### config.mk
export PLATFORM = sky130hd
export DESIGN_NAME = vcrrb_bank
export DESIGN_NICKNAME = d
export VERILOG_FILES = /design/src/logic/vcrrb_pkg.sv /design/src/logic/vcrrb_bank.sv
export VERILOG_INCLUDE_DIRS = /design/src /design/src/logic
export SDC_FILE = /design/constraint.sdc
export NUM_CORES = 1
export LEC_CHECK = 0
export BUFFER_PORTS_ARGS = -buffer_cell sky130_fd_sc_hd__buf_4
export CORE_UTILIZATION = 51
export DETAILED_ROUTE_END_ITERATION = 10
export PLACE_DENSITY = 0.84
export SYNTH_ARGS = -nofsm -noshare
export SYNTH_HDL_FRONTEND = slang
export SYNTH_SLANG_ARGS = --single-unit
### constraint.sdc
create_clock -name sys_clk -period 3.2 [get_ports sys_clk]
set_clock_uncertainty 0.2 [all_clocks]
set_input_delay 0.32 -clock sys_clk [delete_from_list [all_inputs] [get_ports sys_clk]]
set_output_delay 0.32 -clock sys_clk [all_outputs]
set_load 0.005 [all_outputs]
### src/logic/vcrrb_defs.svh
// Register offsets, field positions, reset values for the default channel
// resource register bank. Assumes a 32-bit APB slave with byte addresses.
//
// Notes on behaviour
// - Arbitration capability reads 09h after reset
// - No time-based weighted round robin here
// - Advanced-switching-only bit always reads zero
// - Snoop-rejection capability bit reads zero
// - Max time slots resets 7Fh, loadable
// - Table location field resets to 04h
// - Traffic class map writable, resets FFh, loadable
// - Table-load bit triggers load, reads zero
// - Scheme select accepts 000b/011b, else default
// - Channel identifier reads 000b always
// - Channel enable writable, resets to one
// - Table status sets on any table write
// - Table status clears when load completes
// - Negotiation pending follows negotiation, resets zero
`ifndef VCRRB_DEFS_SVH
`define VCRRB_DEFS_SVH

// ==========================================
// Offsets
`define VCRRB_CAP_OFFSET 12'h150
`define VCRRB_CTL_OFFSET 12'h154
`define VCRRB_STS_OFFSET 12'h158

// ==========================================
// Capability fields
`define VCRRB_CAP_ARB_LSB 0
`define VCRRB_CAP_ARB_RST 8'h09
`define VCRRB_CAP_ASO_BIT 14
`define VCRRB_CAP_SNOOP_BIT 15
`define VCRRB_CAP_SLOTS_LSB 16
`define VCRRB_CAP_SLOTS_RST 7'h7f
`define VCRRB_CAP_TBLOFS_LSB 24
`define VCRRB_CAP_TBLOFS_RST 8'h04

// ==========================================
// Control fields
`define VCRRB_CTL_MAP_LSB 0
`define VCRRB_CTL_MAP_RST 8'hff
`define VCRRB_CTL_LOAD_BIT 16
`define VCRRB_CTL_SEL_LSB 17
`define VCRRB_CTL_SEL_RST 3'h0
`define VCRRB_CTL_ID_LSB 24
`define VCRRB_CTL_ID_VAL 3'h0
`define VCRRB_CTL_EN_BIT 31
`define VCRRB_CTL_EN_RST 1'b1

// ==========================================
// Status fields
`define VCRRB_STS_TBL_BIT 16
`define VCRRB_STS_NEG_BIT 17

// ==========================================
// Defined bits per word; every other bit is reserved and reads zero
`define VCRRB_CAP_DEFINED 32'hff7fc0ff
`define VCRRB_CTL_DEFINED 32'h870f00ff
`define VCRRB_STS_DEFINED 32'h00030000

`endif

### src/logic/vcrrb_pkg.sv
// Types for the default channel resource register bank.
// Assumes vcrrb_defs.svh is compiled with it.
package vcrrb_pkg;
  // Supported port arbitration schemes on the default channel
  typedef enum logic [2:0] {
    VCRRB_SCH_HW_FIXED = 3'h0,
    VCRRB_SCH_WRR128 = 3'h3
  } vcrrb_scheme_e;

  typedef enum {
    VCRRB_LD_IDLE,
    VCRRB_LD_BUSY
  } vcrrb_load_e;

  typedef struct packed {
    logic [7:0] tc_map;
    vcrrb_scheme_e scheme;
    logic enable;
    logic [6:0] max_slots;
    logic tbl_status;
    logic neg_pending;
    vcrrb_load_e load_state;
    logic load_pulse;
    logic pready;
    logic pslverr;
    logic [31:0] prdata;
  } vcrrb_state_s;
endpackage

### src/logic/vcrrb_bank.sv
// Default channel resource register bank: capability, control, status.
// Assumes an APB master on sys_clk and a table loader that reports done.
// Every access answers with a one-cycle pready after one wait cycle.
// The autoload port overwrites map and slots at any time; a software write in the same cycle wins.
//
// Chosen here: the APB register port.
`timescale 1ns/10ps
`include "vcrrb_defs.svh"

module vcrrb_bank
  import vcrrb_pkg::*;
#(
  parameter int ADDR_W = 12
) (
  // Clock and reset
  input wire logic sys_clk,
  input wire logic rst_n,
  // APB slave
  input wire logic psel,
  input wire logic penable,
  input wire logic pwrite,
  input wire logic [ADDR_W-1:0] paddr,
  input wire logic [31:0] pwdata,
  input wire logic [3:0] pstrb,
  output logic [31:0] prdata,
  output logic pready,
  output logic pslverr,
  // Configuration-memory autoload of defaults
  input wire logic cfg_load_valid,
  input wire logic [7:0] cfg_tc_map,
  input wire logic [6:0] cfg_max_slots,
  // Arbitration table side
  input wire logic tbl_entry_written,
  input wire logic tbl_load_done,
  output logic tbl_load_start,
  // Negotiation
  input wire logic neg_busy,
  // Channel configuration to the core
  output logic [7:0] traffic_class_route_map,
  output logic [2:0] arb_scheme,
  output logic channel_enable_bit
);

  // Paddr[11:2] selects the word, so a narrower bus cannot reach the bank
  if (ADDR_W < 12) begin : g_bad_addr_w
    $error("vcrrb_bank: ADDR_W must be at least 12");
  end

  if (ADDR_W > 32) begin : g_wide_addr_w
    $error("vcrrb_bank: ADDR_W must be at most 32");
  end

  vcrrb_state_s state_reg;
  vcrrb_state_s state_next;

  // ==========================================
  // Register images
  function automatic logic [31:0] cap_word(input logic [6:0] slots);
    logic [31:0] w;
    w = 32'h0;
    w[`VCRRB_CAP_ARB_LSB +: 8] = `VCRRB_CAP_ARB_RST;
    w[`VCRRB_CAP_ASO_BIT] = 1'b0;
    w[`VCRRB_CAP_SNOOP_BIT] = 1'b0;
    w[`VCRRB_CAP_SLOTS_LSB +: 7] = slots;
    w[`VCRRB_CAP_TBLOFS_LSB +: 8] = `VCRRB_CAP_TBLOFS_RST;
    return w;
  endfunction

  function automatic logic [31:0] ctl_word(input vcrrb_state_s s);
    logic [31:0] w;
    w = 32'h0;
    w[`VCRRB_CTL_MAP_LSB +: 8] = s.tc_map;
    w[`VCRRB_CTL_LOAD_BIT] = 1'b0;
    w[`VCRRB_CTL_SEL_LSB +: 3] = s.scheme;
    w[`VCRRB_CTL_ID_LSB +: 3] = `VCRRB_CTL_ID_VAL;
    w[`VCRRB_CTL_EN_BIT] = s.enable;
    return w;
  endfunction

  function automatic logic [31:0] sts_word(input vcrrb_state_s s);
    logic [31:0] w;
    w = 32'h0;
    w[`VCRRB_STS_TBL_BIT] = s.tbl_status;
    w[`VCRRB_STS_NEG_BIT] = s.neg_pending;
    return w;
  endfunction

  // Unlisted values, including time-based WRR, fall back to default
  function automatic vcrrb_scheme_e scheme_filter(input logic [2:0] v);
    vcrrb_scheme_e r;
    r = VCRRB_SCH_HW_FIXED;
    if (v == 3'(VCRRB_SCH_WRR128)) begin
      r = VCRRB_SCH_WRR128;
    end
    return r;
  endfunction

  // ==========================================
  // Decode helpers
  localparam int LANES = 4;
  localparam int LANE_W = 8;

  if (LANES * LANE_W != 32) begin : g_bad_lanes
    $error("vcrrb_bank: byte lanes must cover the 32-bit word");
  end

  logic access;
  logic wr_access;
  logic [11:0] word_addr;
  logic [LANES-1:0] lane_wr;

  // Paddr bits above 11 are ignored, so the bank aliases in a wider window;
  // the decoder that drives psel has to qualify the upper bits
  function automatic logic [11:0] word_of(input logic [ADDR_W-1:0] a);
    logic [11:0] w;
    w = {a[11:2], 2'b00};
    return w;
  endfunction

  // Unmapped words answer with an error and have no effect
  function automatic logic is_mapped(input logic [11:0] w);
    logic hit;
    hit = 1'b0;
    unique case (w)
      `VCRRB_CAP_OFFSET: begin
        hit = 1'b1;
      end
      `VCRRB_CTL_OFFSET: begin
        hit = 1'b1;
      end
      `VCRRB_STS_OFFSET: begin
        hit = 1'b1;
      end
      default: begin
        hit = 1'b0;
      end
    endcase
    return hit;
  endfunction

  // Defined bits of each word
  function automatic logic [31:0] defined_bits(input logic [11:0] w);
    logic [31:0] m;
    m = 32'h0;
    unique case (w)
      `VCRRB_CAP_OFFSET: begin
        m = `VCRRB_CAP_DEFINED;
      end
      `VCRRB_CTL_OFFSET: begin
        m = `VCRRB_CTL_DEFINED;
      end
      `VCRRB_STS_OFFSET: begin
        m = `VCRRB_STS_DEFINED;
      end
      default: begin
        m = 32'h0;
      end
    endcase
    return m;
  endfunction

  // The mask keeps reserved bits at zero even if a field constant drifts
  function automatic logic [31:0] read_word(input vcrrb_state_s s, input logic [11:0] w);
    logic [31:0] r;
    r = 32'h0;
    unique case (w)
      `VCRRB_CAP_OFFSET: begin
        r = cap_word(s.max_slots);
      end
      `VCRRB_CTL_OFFSET: begin
        r = ctl_word(s);
      end
      `VCRRB_STS_OFFSET: begin
        r = sts_word(s);
      end
      default: begin
        r = 32'h0;
      end
    endcase
    return r & defined_bits(w);
  endfunction

  // Error stands for exactly the one cycle that pready is high, read data holds until the next answer;
  // write data is never echoed on the read bus
  function automatic vcrrb_state_s bus_answer(
    input vcrrb_state_s cur,
    input vcrrb_state_s nxt,
    input logic take,
    input logic wr,
    input logic [11:0] w
  );
    vcrrb_state_s r;
    r = nxt;
    r.pready = take;
    r.pslverr = 1'b0;
    if (take) begin
      r.prdata = read_word(cur, w);
      r.pslverr = !is_mapped(w);
      if (wr) begin
        r.prdata = 32'h0;
      end
    end
    return r;
  endfunction

  // Autoload overwrites the current map and slot count; a software write in the same cycle
  // is applied after it and wins
  function automatic vcrrb_state_s autoload(
    input vcrrb_state_s s,
    input logic valid,
    input logic [7:0] map,
    input logic [6:0] slots
  );
    vcrrb_state_s r;
    r = s;
    if (valid) begin
      r.tc_map = map;
      r.max_slots = slots;
    end
    return r;
  endfunction

  // Only the control word has writable fields; writes to the capability and
  // status words complete without error and change nothing
  function automatic vcrrb_state_s ctl_write(
    input vcrrb_state_s s,
    input logic [31:0] wd,
    input logic [LANES-1:0] lanes
  );
    vcrrb_state_s r;
    r = s;
    if (lanes[0]) begin
      r.tc_map = wd[`VCRRB_CTL_MAP_LSB +: 8];
    end
    if (lanes[2]) begin
      r.scheme = scheme_filter(wd[`VCRRB_CTL_SEL_LSB +: 3]);
      if (wd[`VCRRB_CTL_LOAD_BIT]) begin
        r.load_pulse = 1'b1;
        r.load_state = VCRRB_LD_BUSY;
      end
    end
    if (lanes[3]) begin
      r.enable = wd[`VCRRB_CTL_EN_BIT];
    end
    return r;
  endfunction

  // Every reset value in one place; the reset branch loads it whole
  function automatic vcrrb_state_s reset_image();
    vcrrb_state_s r;
    r = '0;
    r.tc_map = `VCRRB_CTL_MAP_RST;
    r.scheme = vcrrb_scheme_e'(`VCRRB_CTL_SEL_RST);
    r.enable = `VCRRB_CTL_EN_RST;
    r.max_slots = `VCRRB_CAP_SLOTS_RST;
    r.tbl_status = 1'b0;
    r.neg_pending = 1'b0;
    r.load_state = VCRRB_LD_IDLE;
    r.load_pulse = 1'b0;
    r.pready = 1'b0;
    r.pslverr = 1'b0;
    r.prdata = 32'h0;
    return r;
  endfunction

  // A new load command in the cycle the old load finishes keeps the loader
  // busy, so that command is not lost; a table write in that cycle wins
  function automatic vcrrb_state_s table_track(
    input vcrrb_state_s cur,
    input vcrrb_state_s nxt,
    input logic written,
    input logic done
  );
    vcrrb_state_s r;
    r = nxt;
    unique case (cur.load_state)
      VCRRB_LD_IDLE: begin
      end
      VCRRB_LD_BUSY: begin
        if (done) begin
          r.tbl_status = 1'b0;
          if (!nxt.load_pulse) begin
            r.load_state = VCRRB_LD_IDLE;
          end
        end
      end
    endcase
    if (written) begin
      r.tbl_status = 1'b1;
    end
    return r;
  endfunction

  // ==========================================
  // Access decode
  assign access = psel && penable && !state_reg.pready;
  assign wr_access = access && pwrite;
  assign word_addr = word_of(paddr);

  // A lane is written only in the wait cycle of a write access
  for (genvar g = 0; g < LANES; g++) begin : g_lane
    assign lane_wr[g] = wr_access && pstrb[g];
  end

  // ==========================================
  // Next state
  always_comb begin
    state_next = state_reg;
    state_next.load_pulse = 1'b0;
    state_next.neg_pending = neg_busy;
    state_next = autoload(state_next, cfg_load_valid, cfg_tc_map, cfg_max_slots);

    // Register-bus answer, then control writes on top of it
    state_next = bus_answer(state_reg, state_next, access, pwrite, word_addr);
    if (access && word_addr == `VCRRB_CTL_OFFSET) begin
      state_next = ctl_write(state_next, pwdata, lane_wr);
    end

    // Table status tracking
    state_next = table_track(state_reg, state_next, tbl_entry_written, tbl_load_done);
  end

  always_ff @(posedge sys_clk) begin
    if (!rst_n) begin
      state_reg <= reset_image();
    end else begin
      state_reg <= state_next;
    end
  end

  // ==========================================
  // Outputs, all straight from flops
  assign prdata = state_reg.prdata;
  assign pready = state_reg.pready;
  assign pslverr = state_reg.pslverr;
  assign tbl_load_start = state_reg.load_pulse;
  assign traffic_class_route_map = state_reg.tc_map;
  assign arb_scheme = state_reg.scheme;
  assign channel_enable_bit = state_reg.enable;

endmodule // vcrrb_bank

## Yosys cells after proc, flatten, opt, wreduce, memory -nomap -nowiden

Cells that the tools add are included.

| word-level totals | value |
|---|---|
| memory bits (read-only) | 0 |
| memories | 0 |
| bits in registers | 88 |
| word-level logic and storage cells | 52 |
| bits in writable memories | 0 |
| latch bits | 0 |
| bits of input ports | 72 |
| output and inout bits | 47 |

| operators by class | value |
|---|---|
| shifts and indexed selects | 0 |
| add/sub/neg operators | 0 |
| mux-type cells | 23 |
| multipliers | 0 |
| order comparisons | 0 |
| eq/ne operators | 5 |
| bitwise operators | 1 |
| reduce and logical (&&, ||, !) cells | 12 |
| divide/modulo/power cells | 0 |

Operator list:

| operator | count |
|---|---|
| 32-bit two-way mux | 6 |
| 32-bit case mux with 3 select lines | 2 |
| 33-bit two-way mux | 3 |
| 88-bit two-way mux | 1 |
| 32-bit AND | 1 |
| 32-bit by 1-bit equality test with 1-bit output, second input constant | 1 |
| 10-bit by 7-bit equality test with 1-bit output, second input constant | 3 |
| 8-bit two-way mux | 2 |
| 1-bit logical AND | 7 |
| 7-bit two-way mux | 1 |
| 1-bit two-way mux | 6 |
| 2-bit AND reduction | 2 |
| 3-bit by 2-bit equality test with 1-bit output, second input constant | 1 |
| 3-bit two-way mux | 1 |
| 3-bit OR reduction | 1 |
| 1-bit logical NOT | 2 |
| 2-bit two-way mux | 1 |

## Longest topological paths before layout

| logic depth | value |
|---|---|
| depth in word-level cells | 10 |
| gate-level depth with buffers | 6 |
| gate-level depth less buffers | 4 |

## Worst setup path before layout

OpenSTA, ideal clock, no wires.

| path | value |
|---|---|
| kind | input-to-reg |
| start | input port paddr[11] |
| end | register state_reg (netlist bit traffic_class_route_map[6]) |
| path slack | 1.091 ns |
| data required time | 2.871 ns |
| cell stages on the path | 5 |
| data arrival time | 1.780 ns |
| setup time | 0.129 ns |
| cell sequence | or4b_4 -> buf_6 -> nor4_4 -> mux2i_1 -> nand2_1 |

| on the way | value |
|---|---|
| cells in the longest elaborated chain, start to end | 3 |

RTL lines:

| item | RTL line | source |
|---|---|---|
| start, declared | vcrrb_bank.sv:22 | `input wire logic [ADDR_W-1:0] paddr,` |
| 10-bit by 7-bit equality test with 1-bit output | n/a |  |
| 1-bit logical AND (no line) | n/a |  |
| 88-bit two-way mux | vcrrb_bank.sv:315 | `` if (access && word_addr == `VCRRB_CTL_OFFSET) begin `` |
| end signal, assigned | vcrrb_bank.sv:325 | `state_reg <= reset_image();` |
| end signal, assigned | vcrrb_bank.sv:327 | `state_reg <= state_next;` |
| end, declared | vcrrb_bank.sv:53 | `vcrrb_state_s state_reg;` |

Every way passes these cells.
A chain may end at the register's enable or synchronous reset.

## Worst setup path in the final report

| path | value |
|---|---|
| start | register state_reg (netlist bit pready) |
| end | register state_reg[40] in the netlist's numbering |

| on the way | value |
|---|---|
| cells in the longest elaborated chain, start to end | 9 |

RTL lines:

| item | RTL line | source |
|---|---|---|
| 1-bit logical NOT * | vcrrb_bank.sv:296 | `assign access = psel && penable && !state_reg.pready;` |
| 1-bit logical AND * | vcrrb_bank.sv:296 |  |
| 1-bit logical AND | vcrrb_bank.sv:297 | `assign wr_access = access && pwrite;` |
| 1-bit logical AND | vcrrb_bank.sv:302 | `assign lane_wr[g] = wr_access && pstrb[g];` |
| 33-bit two-way mux | vcrrb_bank.sv:235 | `if (lanes[2]) begin` |
| 88-bit two-way mux * | vcrrb_bank.sv:315 |  |
| 32-bit two-way mux | vcrrb_bank.sv:282 | `if (!nxt.load_pulse) begin` |
| 32-bit two-way mux | vcrrb_bank.sv:280 | `if (done) begin` |
| 32-bit two-way mux * | vcrrb_bank.sv:276 | `unique case (cur.load_state)` |

Mark *: on every way between the ends. The rest lies on a longest branch, timed or not.

==> summary.md <==
| Metric | Value |
|---|---|
| Max VDD drop | `0.263 mV` |
| Combinational share of power | `0.088` |
| EDFF count, synth | `0` |
| Post-DP HPWL | `3910 um` |
| Yosys cell types | `36` |
| Post-Route WL | `5660 um` |
| Area of the core | `0.00547 sq mm` |
| Seq pwr share | `0.552` |
| Commonest non-fill, non-tap cell in the layout | `buf_4` |
| Max reg flops | `41` |
| Slew headroom | `0.370` |
| Worst min path class | `primary input to register` |
| Remaining global-route overflow | `0` |
| CP Max Fanout | `31` |
| Clock share of power | `0.360` |
| Post-route minimum period | `2.22 ns` |
| Final number of max-transition violations | `0` |
| CP max stage cell | `nor3_2` |
| Initial Util | `0.529` |
| CTS sink cnt | `71` |
| WP buf/inv | `0` |
| Setup crit start kind | `register` |
| Synth Flop Type | `dfxtp_1` |
| I/O pin count | `119` |
| Critical Path RT | `3.22 ns` |
| Post-route cell area | `0.00357 sq mm` |
| Internal power component | `0.00128 W` |
| Sw Share | `0.221` |
| Sequential fraction of the synthesis area | `0.491` |
| Setup ws final | `0.985 ns` |
| Vias in the first global route | `1,960` |
| Final Hold Fails | `0` |
| Nets | `425` |
| Pre-antenna DRT Iters | `4` |
| Placed inst area | `0.00326 sq mm` |
| Power per standard cell area | `460 mW/mm^2` |
| CP Capture Type | `register` |
| F_max | `451 MHz` |
| Yosys warns | `0` |
| CP cell instances | `nand4bb_1 > nor3_2 > a31oi_2 > and2_1` |
| RSZ-0062 raised after global routing | `no` |
| Clock-pin slew on the worst setup and hold paths | `0.07 ns` |
| Via Count | `2,127` |
| Crit share post-route | `0.692` |
| Crit path DAT | `2.24 ns` |
| Largest net degree at the start of global routing | `32` |
| Die Width | `77.3 um` |
| M2 GR Usage | `0.320` |
| DP Worst Slack | `0.782 ns` |
| Max Buffers Root-to-Sink | `2` |
| Initial antenna violation count | `0` |
| Layout overhead on the synthesized area | `23.3%` |
| First-pass GRT wire length | `9070 um` |
| Post-Syn Area | `0.00289 sq mm` |
| PortBufs | `80` |
| Total chip power | `0.00164 W` |
| Die height | `77.3 um` |
| GR Layer Usage met1 | `0.238` |
| Synth Register Bits | `71` |
| DRC | `0` |
| Endpoints failing setup | `0` |
| Vias per cell | `4.96` |
| Clk_lat worst skew | `0.34 ns` |
| TritonCTS clock tree | `done` |
| Max-Cap Viols | `0` |
| Busiest grt layer | `met2` |
| Die area | `0.00598 sq mm` |
| Kind of cell adding the most delay to the critical path | `simple AND/OR/NAND/NOR gates` |
| M3 GR Usage | `0.0659` |
| Leakage power | `1.57 nW` |
| TNS Setup | `0 ns` |
| Antenna-violating nets left | `0` |
| WL/cell | `13.2 um` |
| Root Driver | `clkbuf_8` |
| Layout cells sized above 1 | `0.294` |
| Worst path max stage delay | `0.44 ns` |
| Asr flop ratio synth | `0` |
| GPL Wtd Cong | `0.753` |
| Rows | `27` |
| CTS Buf Count | `9` |
| Worst-margin pin slew | `0.942 ns` |
| Post-CTS setup buffers | `0` |
| First DRT Iteration DRCs | `107` |
| Psw | `0.000362 W` |
| H-Tree Depth | `3` |
| Commonest non-fill, non-tap cells in the layout | `80 x buf_4, 71 x dfxtp_1, 34 x and2_1, 24 x nand2_1, 20 x mux2i_1` |
| Syn avg cell area | `9.98 sq um` |
| Status | `finished, final reports clean` |
| Setup CP Type | `register to register` |
| # diodes | `0` |
| GRT Util Overall | `0.197` |
| Post-Syn Instances | `290` |
cell type report:
cell class | count | area [sq um]
Fill cell | 427 | 1900
Clock buffer | 14 | 153
Clock inverter | 1 | 5.00
Timing Repair Buffer | 95 | 751
Inverter | 2 | 7.51
Tap cell | 72 | 90.1
Multi-Input combinational cell | 174 | 1140
Sequential cell | 71 | 1420
path summary, 6_finish.rpt:
path / startpoint / cells past startpoint / end / slack [ns]
worst max-delay path: pready / 4 / state_reg[40] / 0.98
worst min-delay path: pwdata[1] / 3 / traffic_class_route_map[1] / 0.02
worst max register to register: pready / 4 / state_reg[40] / 0.98
worst min register to register: state_reg[52] / 1 / state_reg[52] / 0.26
cells in the mapped netlist, drive strengths merged (4+ instances only):
cell type	instances	area, sq um
nand2	24	90.1
mux2i	20	200
mux2	8	90.1
clkbuf	12	45.0
nor2	14	52.6
a22o	4	35.0
dfxtp	71	1420
o21ai	7	35.0
nand3b	4	30.0
and2	34	213
buf	46	342
a22oi	9	67.6
nor4	10	83.8
cell families after synthesis:
group | after synthesis | share of synthesized area
and+or+nand+nor | 106 | 0.214
buffers and inverters | 60 | 0.136
muxes | 28 | 0.100
other | 1 | 0.00130
AOI/OAI and AO/OA | 24 | 0.0566
DFF | 71 | 0.491
worst min-delay path, stage by stage:
cell and delay [ns]:
buf_4 0.08, mux2i_1 0.06, nand2_1 0.06
through the flow:
| stage | hold WS [ns] | cells | util |
|---|---|---|---|
| after detailed placement | 0.242 | 399 | 0.596 |
| after CTS | 0.0000752 | 428 | 0.650 |
| after global routing | 0.0119 | 429 | 0.652 |
| after floorplan | 0.221 | 305 | - |
| after global placement | 0.235 | 399 | 0.596 |
| final | 0.0176 | 429 | 0.652 |
layer usage:
layer | wire length (um) | share of wire
met5 | 0 | 0
met3 | 328 | 0.058
met4 | 99 | 0.017
met1 | 2500 | 0.44
met2 | 2740 | 0.48
power groups by stage:
stage          sequential (W)  clock [W]  combinational [W]
6_report             0.000906   0.000591           0.000145
5_1_grt              0.000907   0.000646           0.000156
4_1_cts              0.000906   0.000605           0.000143
3_5_place_dp         0.000926          0           0.000129
3_3_place_gp         0.000925          0           0.000127
2_1_floorplan        0.000923          0          0.0000849
what timing repair did:
item,in CTS,in global routing
gates resized for setup,0,0
hold endpoints to repair,14,1
hold buffers,14,1
Power figures use the tool's default switching activity.
